===== src/logic/chgctl_pkg.sv =====
// shared constants and types of the charger control block
`default_nettype none
package chgctl_pkg;
  localparam logic [7:0] ADDR_CONTROL = 8'h1b;
  localparam logic [7:0] ADDR_STATUS = 8'h1c;
  localparam logic [7:0] CONTROL_RESET = 8'h00;
  localparam logic [7:0] STATUS_RESET = 8'h00;
  localparam logic [7:0] UNMAPPED_READ = 8'h00;
  // control register fields
  localparam int CTL_START = 7;
  localparam int CTL_ADC_EN = 6;
  localparam int CTL_ADC_PERIODIC = 5;
  localparam int CTL_CH_VBAT = 4;
  localparam int CTL_CH_TEMP = 3;
  localparam int CTL_CH_AUX1 = 2;
  localparam int CTL_CH_AUX2 = 1;
  localparam int CTL_IRQ = 0;
  // status register fields
  localparam int ST_VEXT = 7;
  localparam int ST_BATT_ERR = 6;
  localparam int ST_TEMP_BAD = 5;
  localparam int ST_CURRENT_TERMINATION_DONE = 4;
  localparam int ST_NO_CHARGE_DETECTED = 3;
  localparam int ST_PRECHG = 2;
  localparam int ST_CONSTANT_CURRENT_TIMEOUT = 1;
  localparam int ST_TOTAL_CHARGE_TIMEOUT = 0;
  // termination ratio code 0..4 means 10%..50%
  localparam logic [2:0] TERM_RATIO_MAX = 3'h4;
  // timing
  localparam int CLK_PERIOD_NS = 8;
  localparam int NS_PER_SECOND = 1_000_000_000;
  localparam int SECOND_CYCLES_DEFAULT = NS_PER_SECOND / CLK_PERIOD_NS;
  localparam logic [15:0] WAKE_TIME_S = 16'h0008;
  localparam logic [15:0] SECS_ZERO = 16'h0000;
  typedef enum logic [5:0] {
    CHGCTL_IDLE = 6'b000001,
    CHGCTL_WAKE = 6'b000010,
    CHGCTL_NO_CHARGE_DETECTED_HOLD = 6'b000100,
    CHGCTL_PRECHARGE = 6'b001000,
    CHGCTL_CONST_CURRENT = 6'b010000,
    CHGCTL_CONST_VOLTAGE = 6'b100000
  } chgctl_state_t;
endpackage
`default_nettype wire


===== src/logic/chgctl_tmr_if.sv =====
// carrier between the sequencer and its seconds timer
`default_nettype none
interface chgctl_tmr_if;
  logic clr_phase;
  logic clr_total;
  logic [15:0] phase_secs;
  logic [15:0] total_secs;
  modport ctrl(output clr_phase, output clr_total, input phase_secs, input total_secs);
  modport tmr(input clr_phase, input clr_total, output phase_secs, output total_secs);
endinterface
`default_nettype wire


===== src/logic/chgctl_timer.sv =====
// one-second prescaler with phase and total second counters
`default_nettype none
module chgctl_timer import chgctl_pkg::*; #(
  parameter int SECOND_CYCLES = SECOND_CYCLES_DEFAULT
) (
  input wire logic mclk,
  input wire logic sys_rst,
  chgctl_tmr_if.tmr tmr
);
  typedef struct packed {
    logic [27:0] prescale;
    logic [15:0] phase;
    logic [15:0] total;
  } chgctl_tmr_state_t;

  localparam logic [27:0] LAST_CYCLE = 28'(SECOND_CYCLES - 1);

  chgctl_tmr_state_t r;
  chgctl_tmr_state_t next_r;

  function automatic logic [15:0] sat_inc(input logic [15:0] v);
    return (v == 16'hffff) ? v : v + 16'h0001;
  endfunction

  always_comb begin
    next_r = r;
    if (r.prescale == LAST_CYCLE) begin
      next_r.prescale = 28'h0000000;
      next_r.phase = sat_inc(r.phase);
      next_r.total = sat_inc(r.total);
    end else begin
      next_r.prescale = r.prescale + 28'h0000001;
    end
    // phase restart also realigns the second boundary
    if (tmr.clr_phase) begin
      next_r.prescale = 28'h0000000;
      next_r.phase = SECS_ZERO;
    end
    if (tmr.clr_total) begin
      next_r.total = SECS_ZERO;
    end
  end

  always_ff @(posedge mclk) begin
    if (sys_rst) begin
      r <= '0;
    end else begin
      r <= next_r;
    end
  end

  assign tmr.phase_secs = r.phase;
  assign tmr.total_secs = r.total;
endmodule
`default_nettype wire


===== src/logic/chgctl_top.sv =====
// charger sequencer with its control and status registers
// How it works
// - writing one to charge_start begins charging; zero keeps the charger idle.
// - control bit 6 enables the converter.
// - control bit 5 picks single (0) or periodic (1) conversion.
// - control bits 4..1 include battery, temperature, aux1, aux2 channels.
// - a finished charge clears control bits 7 down to 1.
// - while charge_start is high the converter runs enabled and periodic.
// - charging always includes the battery voltage channel.
// - charging needs no software channel enable for temperature; aux channels still need theirs.
// - status register bits 7..0 report input, errors, phases and timeouts.
// - supply comes from the adapter when present, else from the battery.
// - supply divider follows the 4.1 V or 4.2 V level software picks.
// - adapter present drives the adapter gate high, charger and battery gates low.
// - a charge starts with pack wake-up; precharge follows a good wake-up.
// - precharge to 3.2 V within its limit, then fast charge.
// - constant current until regulation voltage, then constant voltage.
// - constant voltage ends when current falls below termination level.
// - termination level selectable from 10% to 50% of full current.
// - control bit 0 mirrors the interrupt; host clears it, device for temperature.
// - interrupt on adapter range change, charge errors, temperature, completion.
// - constant current timeout clears charge_start, flags error, interrupts.
// - after 8 s wake-up a battery above 4.3 V sets no_charge_detected.
`default_nettype none
module chgctl_top import chgctl_pkg::*; #(
  parameter int SECOND_CYCLES = SECOND_CYCLES_DEFAULT
) (
  input wire logic mclk,
  input wire logic sys_rst,
  input wire logic [7:0] reg_addr,
  input wire logic reg_wr,
  input wire logic [7:0] reg_wdata,
  input wire logic reg_rd,
  output logic [7:0] reg_rdata,
  input wire logic adapter_in_range,
  input wire logic batt_at_precharge_level,
  input wire logic batt_at_regulation,
  input wire logic current_below_term,
  input wire logic batt_above_nocharge_level,
  input wire logic batt_voltage_fault,
  input wire logic temp_out_of_range_in,
  input wire logic supply_level_42v,
  input wire logic [2:0] term_ratio_code,
  input wire logic [15:0] precharge_limit_s,
  input wire logic [15:0] cc_limit_s,
  input wire logic [15:0] total_limit_s,
  output logic adc_enable,
  output logic adc_periodic,
  output logic battery_voltage_channel_enable,
  output logic temperature_channel_enable,
  output logic aux_input1_enable,
  output logic aux_input2_enable,
  output logic charge_current_on,
  output logic precharge_mode,
  output logic const_voltage_mode,
  output logic [2:0] term_level_select,
  output logic charger_gate,
  output logic adapter_path_gate,
  output logic battery_path_gate,
  output logic supply_divider_setting,
  output logic irq
);
  typedef struct packed {
    logic [7:0] ctl;
    logic battery_error;
    logic temperature_out_of_range;
    logic current_termination_done;
    logic no_charge_detected;
    logic constant_current_timeout;
    logic total_charge_timeout;
    logic irq_from_temp;
    logic vext;
    chgctl_state_t state;
    logic [7:0] rdata;
    logic adc_en;
    logic adc_per;
    logic [3:0] adc_ch;
    logic chg_on;
    logic pre_mode;
    logic cv_mode;
    logic [2:0] term_sel;
    logic chg_gate;
    logic adp_gate;
    logic bat_gate;
    logic div_sel;
    logic clr_phase;
    logic clr_total;
  } chgctl_core_t;

  chgctl_core_t r;
  chgctl_core_t next_r;
  chgctl_tmr_if tmr_bus();

  logic charging;
  logic finish;
  logic irq_event;
  logic temp_rise;
  logic temp_fall;
  logic [7:0] status_word;
  // timer counts as the sequencer may use them
  logic [15:0] phase_now;
  logic [15:0] total_now;

  chgctl_timer #(
    .SECOND_CYCLES(SECOND_CYCLES)
  ) u_timer (
    .mclk(mclk),
    .sys_rst(sys_rst),
    .tmr(tmr_bus.tmr)
  );

  // limit of zero disables the timeout
  function automatic logic timed_out(input logic [15:0] secs, input logic [15:0] limit);
    return (limit != SECS_ZERO) && (secs >= limit);
  endfunction

  function automatic logic [2:0] clamp_ratio(input logic [2:0] code);
    return (code > TERM_RATIO_MAX) ? TERM_RATIO_MAX : code;
  endfunction

  always_comb begin
    next_r = r;
    finish = 1'b0;
    irq_event = 1'b0;
    next_r.clr_phase = 1'b0;
    next_r.clr_total = 1'b0;
    // a clear still in flight reads as zero, never a stale count
    phase_now = r.clr_phase ? SECS_ZERO : tmr_bus.phase_secs;
    total_now = r.clr_total ? SECS_ZERO : tmr_bus.total_secs;
    status_word = 8'h00;
    status_word[ST_VEXT] = r.vext;
    status_word[ST_BATT_ERR] = r.battery_error;
    status_word[ST_TEMP_BAD] = r.temperature_out_of_range;
    status_word[ST_CURRENT_TERMINATION_DONE] = r.current_termination_done;
    status_word[ST_NO_CHARGE_DETECTED] = r.no_charge_detected;
    status_word[ST_PRECHG] = (r.state == CHGCTL_PRECHARGE);
    status_word[ST_CONSTANT_CURRENT_TIMEOUT] = r.constant_current_timeout;
    status_word[ST_TOTAL_CHARGE_TIMEOUT] = r.total_charge_timeout;
    if (reg_rd) begin
      case (reg_addr)
        ADDR_CONTROL: next_r.rdata = r.ctl;
        ADDR_STATUS: next_r.rdata = status_word;
        default: next_r.rdata = UNMAPPED_READ;
      endcase
    end
    // host write; bit 0 only accepts a clear
    if (reg_wr && (reg_addr == ADDR_CONTROL)) begin
      next_r.ctl[7:1] = reg_wdata[7:1];
      if (!reg_wdata[CTL_IRQ]) begin
        next_r.ctl[CTL_IRQ] = 1'b0;
        next_r.irq_from_temp = 1'b0;
      end
    end
    next_r.vext = adapter_in_range;
    if (adapter_in_range != r.vext) begin
      irq_event = 1'b1;
    end
    charging = (r.state != CHGCTL_IDLE);
    temp_rise = charging && temp_out_of_range_in && !r.temperature_out_of_range;
    temp_fall = r.temperature_out_of_range && !(charging && temp_out_of_range_in);
    next_r.temperature_out_of_range = charging && temp_out_of_range_in;
    case (r.state)
      CHGCTL_IDLE: begin
        if (next_r.ctl[CTL_START]) begin
          next_r.battery_error = 1'b0;
          next_r.current_termination_done = 1'b0;
          next_r.no_charge_detected = 1'b0;
          next_r.constant_current_timeout = 1'b0;
          next_r.total_charge_timeout = 1'b0;
          next_r.clr_phase = 1'b1;
          next_r.clr_total = 1'b1;
          next_r.state = CHGCTL_WAKE;
        end
      end
      CHGCTL_WAKE: begin
        if (!next_r.ctl[CTL_START]) begin
          next_r.state = CHGCTL_IDLE;
        end else if (phase_now >= WAKE_TIME_S) begin
          if (batt_above_nocharge_level) begin
            next_r.no_charge_detected = 1'b1;
            next_r.state = CHGCTL_NO_CHARGE_DETECTED_HOLD;
          end else if (batt_voltage_fault) begin
            next_r.battery_error = 1'b1;
            finish = 1'b1;
          end else begin
            next_r.clr_phase = 1'b1;
            next_r.state = CHGCTL_PRECHARGE;
          end
        end
      end
      CHGCTL_NO_CHARGE_DETECTED_HOLD: begin
        // wait for host to drop start
        if (!next_r.ctl[CTL_START]) begin
          next_r.state = CHGCTL_IDLE;
        end
      end
      CHGCTL_PRECHARGE: begin
        if (!next_r.ctl[CTL_START]) begin
          next_r.state = CHGCTL_IDLE;
        end else if (batt_voltage_fault) begin
          next_r.battery_error = 1'b1;
          finish = 1'b1;
        end else if (!temp_out_of_range_in) begin
          if (batt_at_precharge_level) begin
            next_r.clr_phase = 1'b1;
            next_r.clr_total = 1'b1;
            next_r.state = CHGCTL_CONST_CURRENT;
          end else if (timed_out(phase_now, precharge_limit_s)) begin
            next_r.battery_error = 1'b1;
            finish = 1'b1;
          end
        end
      end
      CHGCTL_CONST_CURRENT: begin
        if (!next_r.ctl[CTL_START]) begin
          next_r.state = CHGCTL_IDLE;
        end else if (batt_voltage_fault) begin
          next_r.battery_error = 1'b1;
          finish = 1'b1;
        end else if (!temp_out_of_range_in) begin
          if (batt_at_regulation) begin
            next_r.clr_phase = 1'b1;
            next_r.state = CHGCTL_CONST_VOLTAGE;
          end else if (timed_out(phase_now, cc_limit_s)) begin
            next_r.constant_current_timeout = 1'b1;
            next_r.battery_error = 1'b1;
            finish = 1'b1;
          end
        end
      end
      CHGCTL_CONST_VOLTAGE: begin
        // total timer runs from fast charge entry
        if (!next_r.ctl[CTL_START]) begin
          next_r.state = CHGCTL_IDLE;
        end else if (batt_voltage_fault) begin
          next_r.battery_error = 1'b1;
          finish = 1'b1;
        end else if (!temp_out_of_range_in) begin
          if (current_below_term) begin
            next_r.current_termination_done = 1'b1;
            finish = 1'b1;
          end else if (timed_out(total_now, total_limit_s)) begin
            next_r.total_charge_timeout = 1'b1;
            finish = 1'b1;
          end
        end
      end
      default: begin
        next_r.state = CHGCTL_IDLE;
      end
    endcase
    if (finish) begin
      next_r.ctl[7:1] = 7'h00;
      next_r.state = CHGCTL_IDLE;
      irq_event = 1'b1;
    end
    if (temp_fall && r.irq_from_temp && !irq_event) begin
      next_r.ctl[CTL_IRQ] = 1'b0;
      next_r.irq_from_temp = 1'b0;
    end
    // raise interrupt, set wins over clear
    if (irq_event || temp_rise) begin
      next_r.ctl[CTL_IRQ] = 1'b1;
      next_r.irq_from_temp = temp_rise && !irq_event;
    end
    next_r.adc_en = next_r.ctl[CTL_ADC_EN] || next_r.ctl[CTL_START];
    next_r.adc_per = next_r.ctl[CTL_ADC_PERIODIC] || next_r.ctl[CTL_START];
    next_r.adc_ch[3] = next_r.ctl[CTL_CH_VBAT] || next_r.ctl[CTL_START];
    // temperature sensing needs no software enable while charge_start is high
    next_r.adc_ch[2] = next_r.ctl[CTL_CH_TEMP] || next_r.ctl[CTL_START];
    next_r.adc_ch[1] = next_r.ctl[CTL_CH_AUX1];
    next_r.adc_ch[0] = next_r.ctl[CTL_CH_AUX2];
    // charge current paused while temperature is bad
    next_r.chg_on = !temp_out_of_range_in && (next_r.state == CHGCTL_PRECHARGE ||
                    next_r.state == CHGCTL_CONST_CURRENT || next_r.state == CHGCTL_CONST_VOLTAGE);
    next_r.pre_mode = (next_r.state == CHGCTL_PRECHARGE);
    next_r.cv_mode = (next_r.state == CHGCTL_CONST_VOLTAGE);
    next_r.term_sel = clamp_ratio(term_ratio_code);
    next_r.chg_gate = !adapter_in_range;
    next_r.adp_gate = adapter_in_range;
    next_r.bat_gate = !adapter_in_range;
    next_r.div_sel = supply_level_42v;
  end

  always_ff @(posedge mclk) begin
    if (sys_rst) begin
      r <= '0;
      r.ctl <= CONTROL_RESET;
      r.state <= CHGCTL_IDLE;
      r.chg_gate <= 1'b1;
      r.bat_gate <= 1'b1;
    end else begin
      r <= next_r;
    end
  end

  assign tmr_bus.clr_phase = r.clr_phase;
  assign tmr_bus.clr_total = r.clr_total;

  assign reg_rdata = r.rdata;
  assign adc_enable = r.adc_en;
  assign adc_periodic = r.adc_per;
  assign battery_voltage_channel_enable = r.adc_ch[3];
  assign temperature_channel_enable = r.adc_ch[2];
  assign aux_input1_enable = r.adc_ch[1];
  assign aux_input2_enable = r.adc_ch[0];
  assign charge_current_on = r.chg_on;
  assign precharge_mode = r.pre_mode;
  assign const_voltage_mode = r.cv_mode;
  assign term_level_select = r.term_sel;
  assign charger_gate = r.chg_gate;
  assign adapter_path_gate = r.adp_gate;
  assign battery_path_gate = r.bat_gate;
  assign supply_divider_setting = r.div_sel;
  assign irq = r.ctl[CTL_IRQ];
endmodule
`default_nettype wire


===== config.mk =====
export PLATFORM = sky130hd
export DESIGN_NAME = chgctl_top
export DESIGN_NICKNAME = d
export VERILOG_FILES = /design/src/logic/chgctl_pkg.sv /design/src/logic/chgctl_tmr_if.sv /design/src/logic/chgctl_timer.sv /design/src/logic/chgctl_top.sv
export SDC_FILE = /design/constraint.sdc
export NUM_CORES = 1
export LEC_CHECK = 0
export BUFFER_PORTS_ARGS = -buffer_cell sky130_fd_sc_hd__buf_2
export CELL_PAD_IN_SITES_DETAIL_PLACEMENT = 0
export CELL_PAD_IN_SITES_GLOBAL_PLACEMENT = 2
export CORE_UTILIZATION = 33
export DETAILED_ROUTE_END_ITERATION = 10
export PLACE_DENSITY = 0.86
export SETUP_SLACK_MARGIN = 0.05
export SLEW_MARGIN = 10
export SYNTH_ARGS = -nofsm -noshare
export SYNTH_HDL_FRONTEND = slang
export SYNTH_SLANG_ARGS = --single-unit

===== constraint.sdc =====
create_clock -name mclk -period 3.65 [get_ports mclk]
set_input_delay 0 -clock mclk [delete_from_list [all_inputs] [get_ports mclk]]
set_output_delay 0 -clock mclk [all_outputs]
set_load 0.02 [all_outputs]

==> flow_summary.yaml <==
placement:
  hpwlAfterDp_um: 12600
  finalWeightedCongestion: 0.822
  place_area_um2: 6870
  placement.io_buffers: 103
sta:
  fin_crit_sh: 0.856
  whs_ns: 0.0401
  worstMarginPinSlew_ns: 0.921
  final-setup-viol-count: 0
  finalClockSkew_ns: 0.0111
  max_clock_freq_ghz: 0.320
  drv_slew: 0
  finalCriticalPeriod_ns: 3.12
  hold_viol: 0
  fin_setup_tns_ns: 0
  slew_headroom: 0.385
  rsz0062_at_grt: "no"
floorplan:
  fp.coreArea_um2: 18300
  num_rows: 49
  die-area_um2: 19500
  start_util: 0.342
  io_pins: 104
  die_width_um: 140
  die_y_um: 140
grt:
  antenna_found_initial: 0
  grt_max_degree: 37
  overflow: 0
  grt_usage: 0.172
  grt_pass1_wl_um: 27000
  grt_pass1_vias: 5450
power:
  ir_drop_uv: 267
  power_density_nw_per_um2: 328
  power_w: 0.00241
  p_leak_nw: 3.19
hold_path:
  hold_end: "r[31]$_SDFF_PP0_"
  min_path_type: "in2reg"
  whs_path_depth: 3
  min_from: "batt_at_regulation"
synth:
  synth_nets: 893
  ys_ff_latch: 104
  syn_inst: 765
  yosysMostFrequentCell: "dfxtp_1"
  synth_top_area_frac: 0.334
  async_flop_share: 0
  synth-edff-count: 0
  synth.top_cells.by_count: "dfxtp_1 (104), nor2_1 (103), inv_1 (53)"
  synth_area_leader_cell: "dfxtp_1"
  synth.distinct_cells: 59
  synth_area_leaders: "dfxtp_1 (33%), ha_1 (9.8%), nor2_1 (6.2%), xor2_1 (4.2%), xnor2_1 (3.8%)"
  synth_seq_area_share: 0.334
  synth_ff_type: "dfxtp_1"
  syn-cell-area_um2: 6240
  synth_area_per_cell_um2: 8.16
  ys_warn_count: 0
worst_setup_path:
  cp.required_ns: 3.91
  worstSetupPathType: "reg2reg"
  r2r-start: "tmr_bus.clr_phase$_SDFF_PP0_"
  cp_max_fo: 12
  arrival_ns: 3.39
  cp-start-kind: "flip-flop"
  cp-startpoint: "tmr_bus.clr_phase$_SDFF_PP0_"
  end_kind: "flip-flop"
  rrSetupSlack_ns: 0.53
  reg2reg_to: "r[33]$_SDFFE_PP0P_"
  r2r_cells: 11
detailed_routing:
  drc: 0
  drtAntennaViolNets: 0
  vias_per_cell: 5.06
  drt_iter0_drc: 222
  first_pass_iters: 4
  wl_um: 16100
  vias: 5526
  wl_per_cell_um: 14.7
finish:
  final_area_um2: 7350
  n_fill_cell: 1890
  diodes: 0
  drive_above_1_share: 0.156
  area_growth_syn_to_layout_pct: 17.8
  nNetsFinal: 987
clocking:
  cts_buffers: 9
  cts_buffer_depth: 2
  insertion_delay_ns: 0.36
  path_clk_slew_ns: 0.07
  clock-sinks: 104
  cts_tree: "done"
  htree_levels: 3
  ctsRootBufferMaster: "clkbuf_16"
flow_run:
  maxCapViolations: 0
status:
  status: "finished, final reports clean"
==> area by class of cell <==
cell class	instances	area, um2	share of cell area
clock buffers	9	225	0.0306
clock inverters	7	101	0.0138
inverters	53	199	0.0271
multi-input cells	567	3740	0.510
flip-flops and latches	104	2080	0.283
well taps	229	287	0.0390
repair buffers	124	711	0.0967
==> what timing repair did <==
item | in CTS | in global routing
resized for setup | 0 | 0
hold endpoints to repair | 18 | 0
buffers inserted | 0 | 0
hold buffers | 15 | 0
==> cells by family after synthesis <==
kind of cell             Yosys count  share of synthesized area
flip-flops                       104                      0.334
AO/OA/AOI/OAI                    106                      0.113
AND/OR/NAND/NOR                  345                      0.292
multiplexers                       9                     0.0146
adder cells (fa/ha/maj)           50                     0.0999
XOR/XNOR                          57                     0.0800
buffers and inverters             94                     0.0662
==> sequential cells by signal (all words and copies together) (netlist names), 3 cells and up <==
| signal | count |
|---|---|
| u_timer.tmr.total_secs | 16 |
| u_timer.tmr.phase_secs | 16 |
| term_level_select | 3 |
| u_timer.r | 28 |
| r | 20 |
| reg_rdata | 8 |
==> metrics by stage <==
stage               worst slack (ns)   util  instances
floorplan                      0.558      -        765
global placement               0.670  0.376       1062
detailed placement             0.578  0.376       1062
CTS                            0.542  0.402       1093
global route                   0.209  0.402       1093
finish                         0.527  0.402       1093
==> power by group <==
| part | internal (W) | switching (W) |
|---|---|---|
| Sequential | 0.00115 | 0.00000657 |
| Combinational | 0.0000799 | 0.000106 |
| Clock | 0.000610 | 0.000460 |
==> worst max path at each step <==
stage | endpoint | slack (ns) | depth (start not counted)
detailed placement | charge_current_on$_SDFF_PP0_ | 0.58 | 10
floorplan | charge_current_on$_SDFF_PP0_ | 0.56 | 12
global route | charge_current_on$_SDFF_PP0_ | 0.21 | 10
finish | r[33]$_SDFFE_PP0P_ | 0.53 | 11
global placement | r[33]$_SDFFE_PP0P_ | 0.67 | 11
CTS | r[33]$_SDFFE_PP0P_ | 0.54 | 11
==> worst max-delay path, stage by stage, from the launching register on <==
cell,delay [ns]
dfxtp_1,0.47
buf_4,0.24
nor2b_1,0.08
ha_1,0.29
a211o_1,0.29
a21oi_1,0.13
o21ai_0,0.11
o21ai_0,0.42
a21oi_1,0.16
o31a_1,0.39
buf_4,0.23
nor4_1,0.22
==> per-layer routing <==
layer  GRT usage  wire length [um]  up-vias  share of wire
met3      0.0375               562       11          0.035
li1            -                 -     2890              -
met2       0.287              7400       98           0.46
met5           0                 0        -              0
met1       0.226              8000     2527           0.50
met4      0.0327               137        0         0.0085
==> placed cells by master, fill, tap and decap left out, drive strengths merged, types with 3 or more instances in the layout <==
master and count:
or4 5, nor2 103, o21a 4, inv 56, and2 5, a211oi 19
a22oi 8, nor3 31, or4b 3, a31oi 6, xor2 30, and3 11
nand3 32, buf 109, nand2 39, o21ai 11, and4 6, or3 3
clkbuf 9, nor4b 3, a21o 5, o211ai 6, or2 4, mux2i 8
nand4 21, nor4 25, a41oi 3, a311oi 3, nor2b 29, a21oi 30
xnor2 27, dlygate4sd3 15, nor3b 9, dfxtp 104, nand2b 9, ha 49
Note: power is estimated with default switching activity, not from simulation.
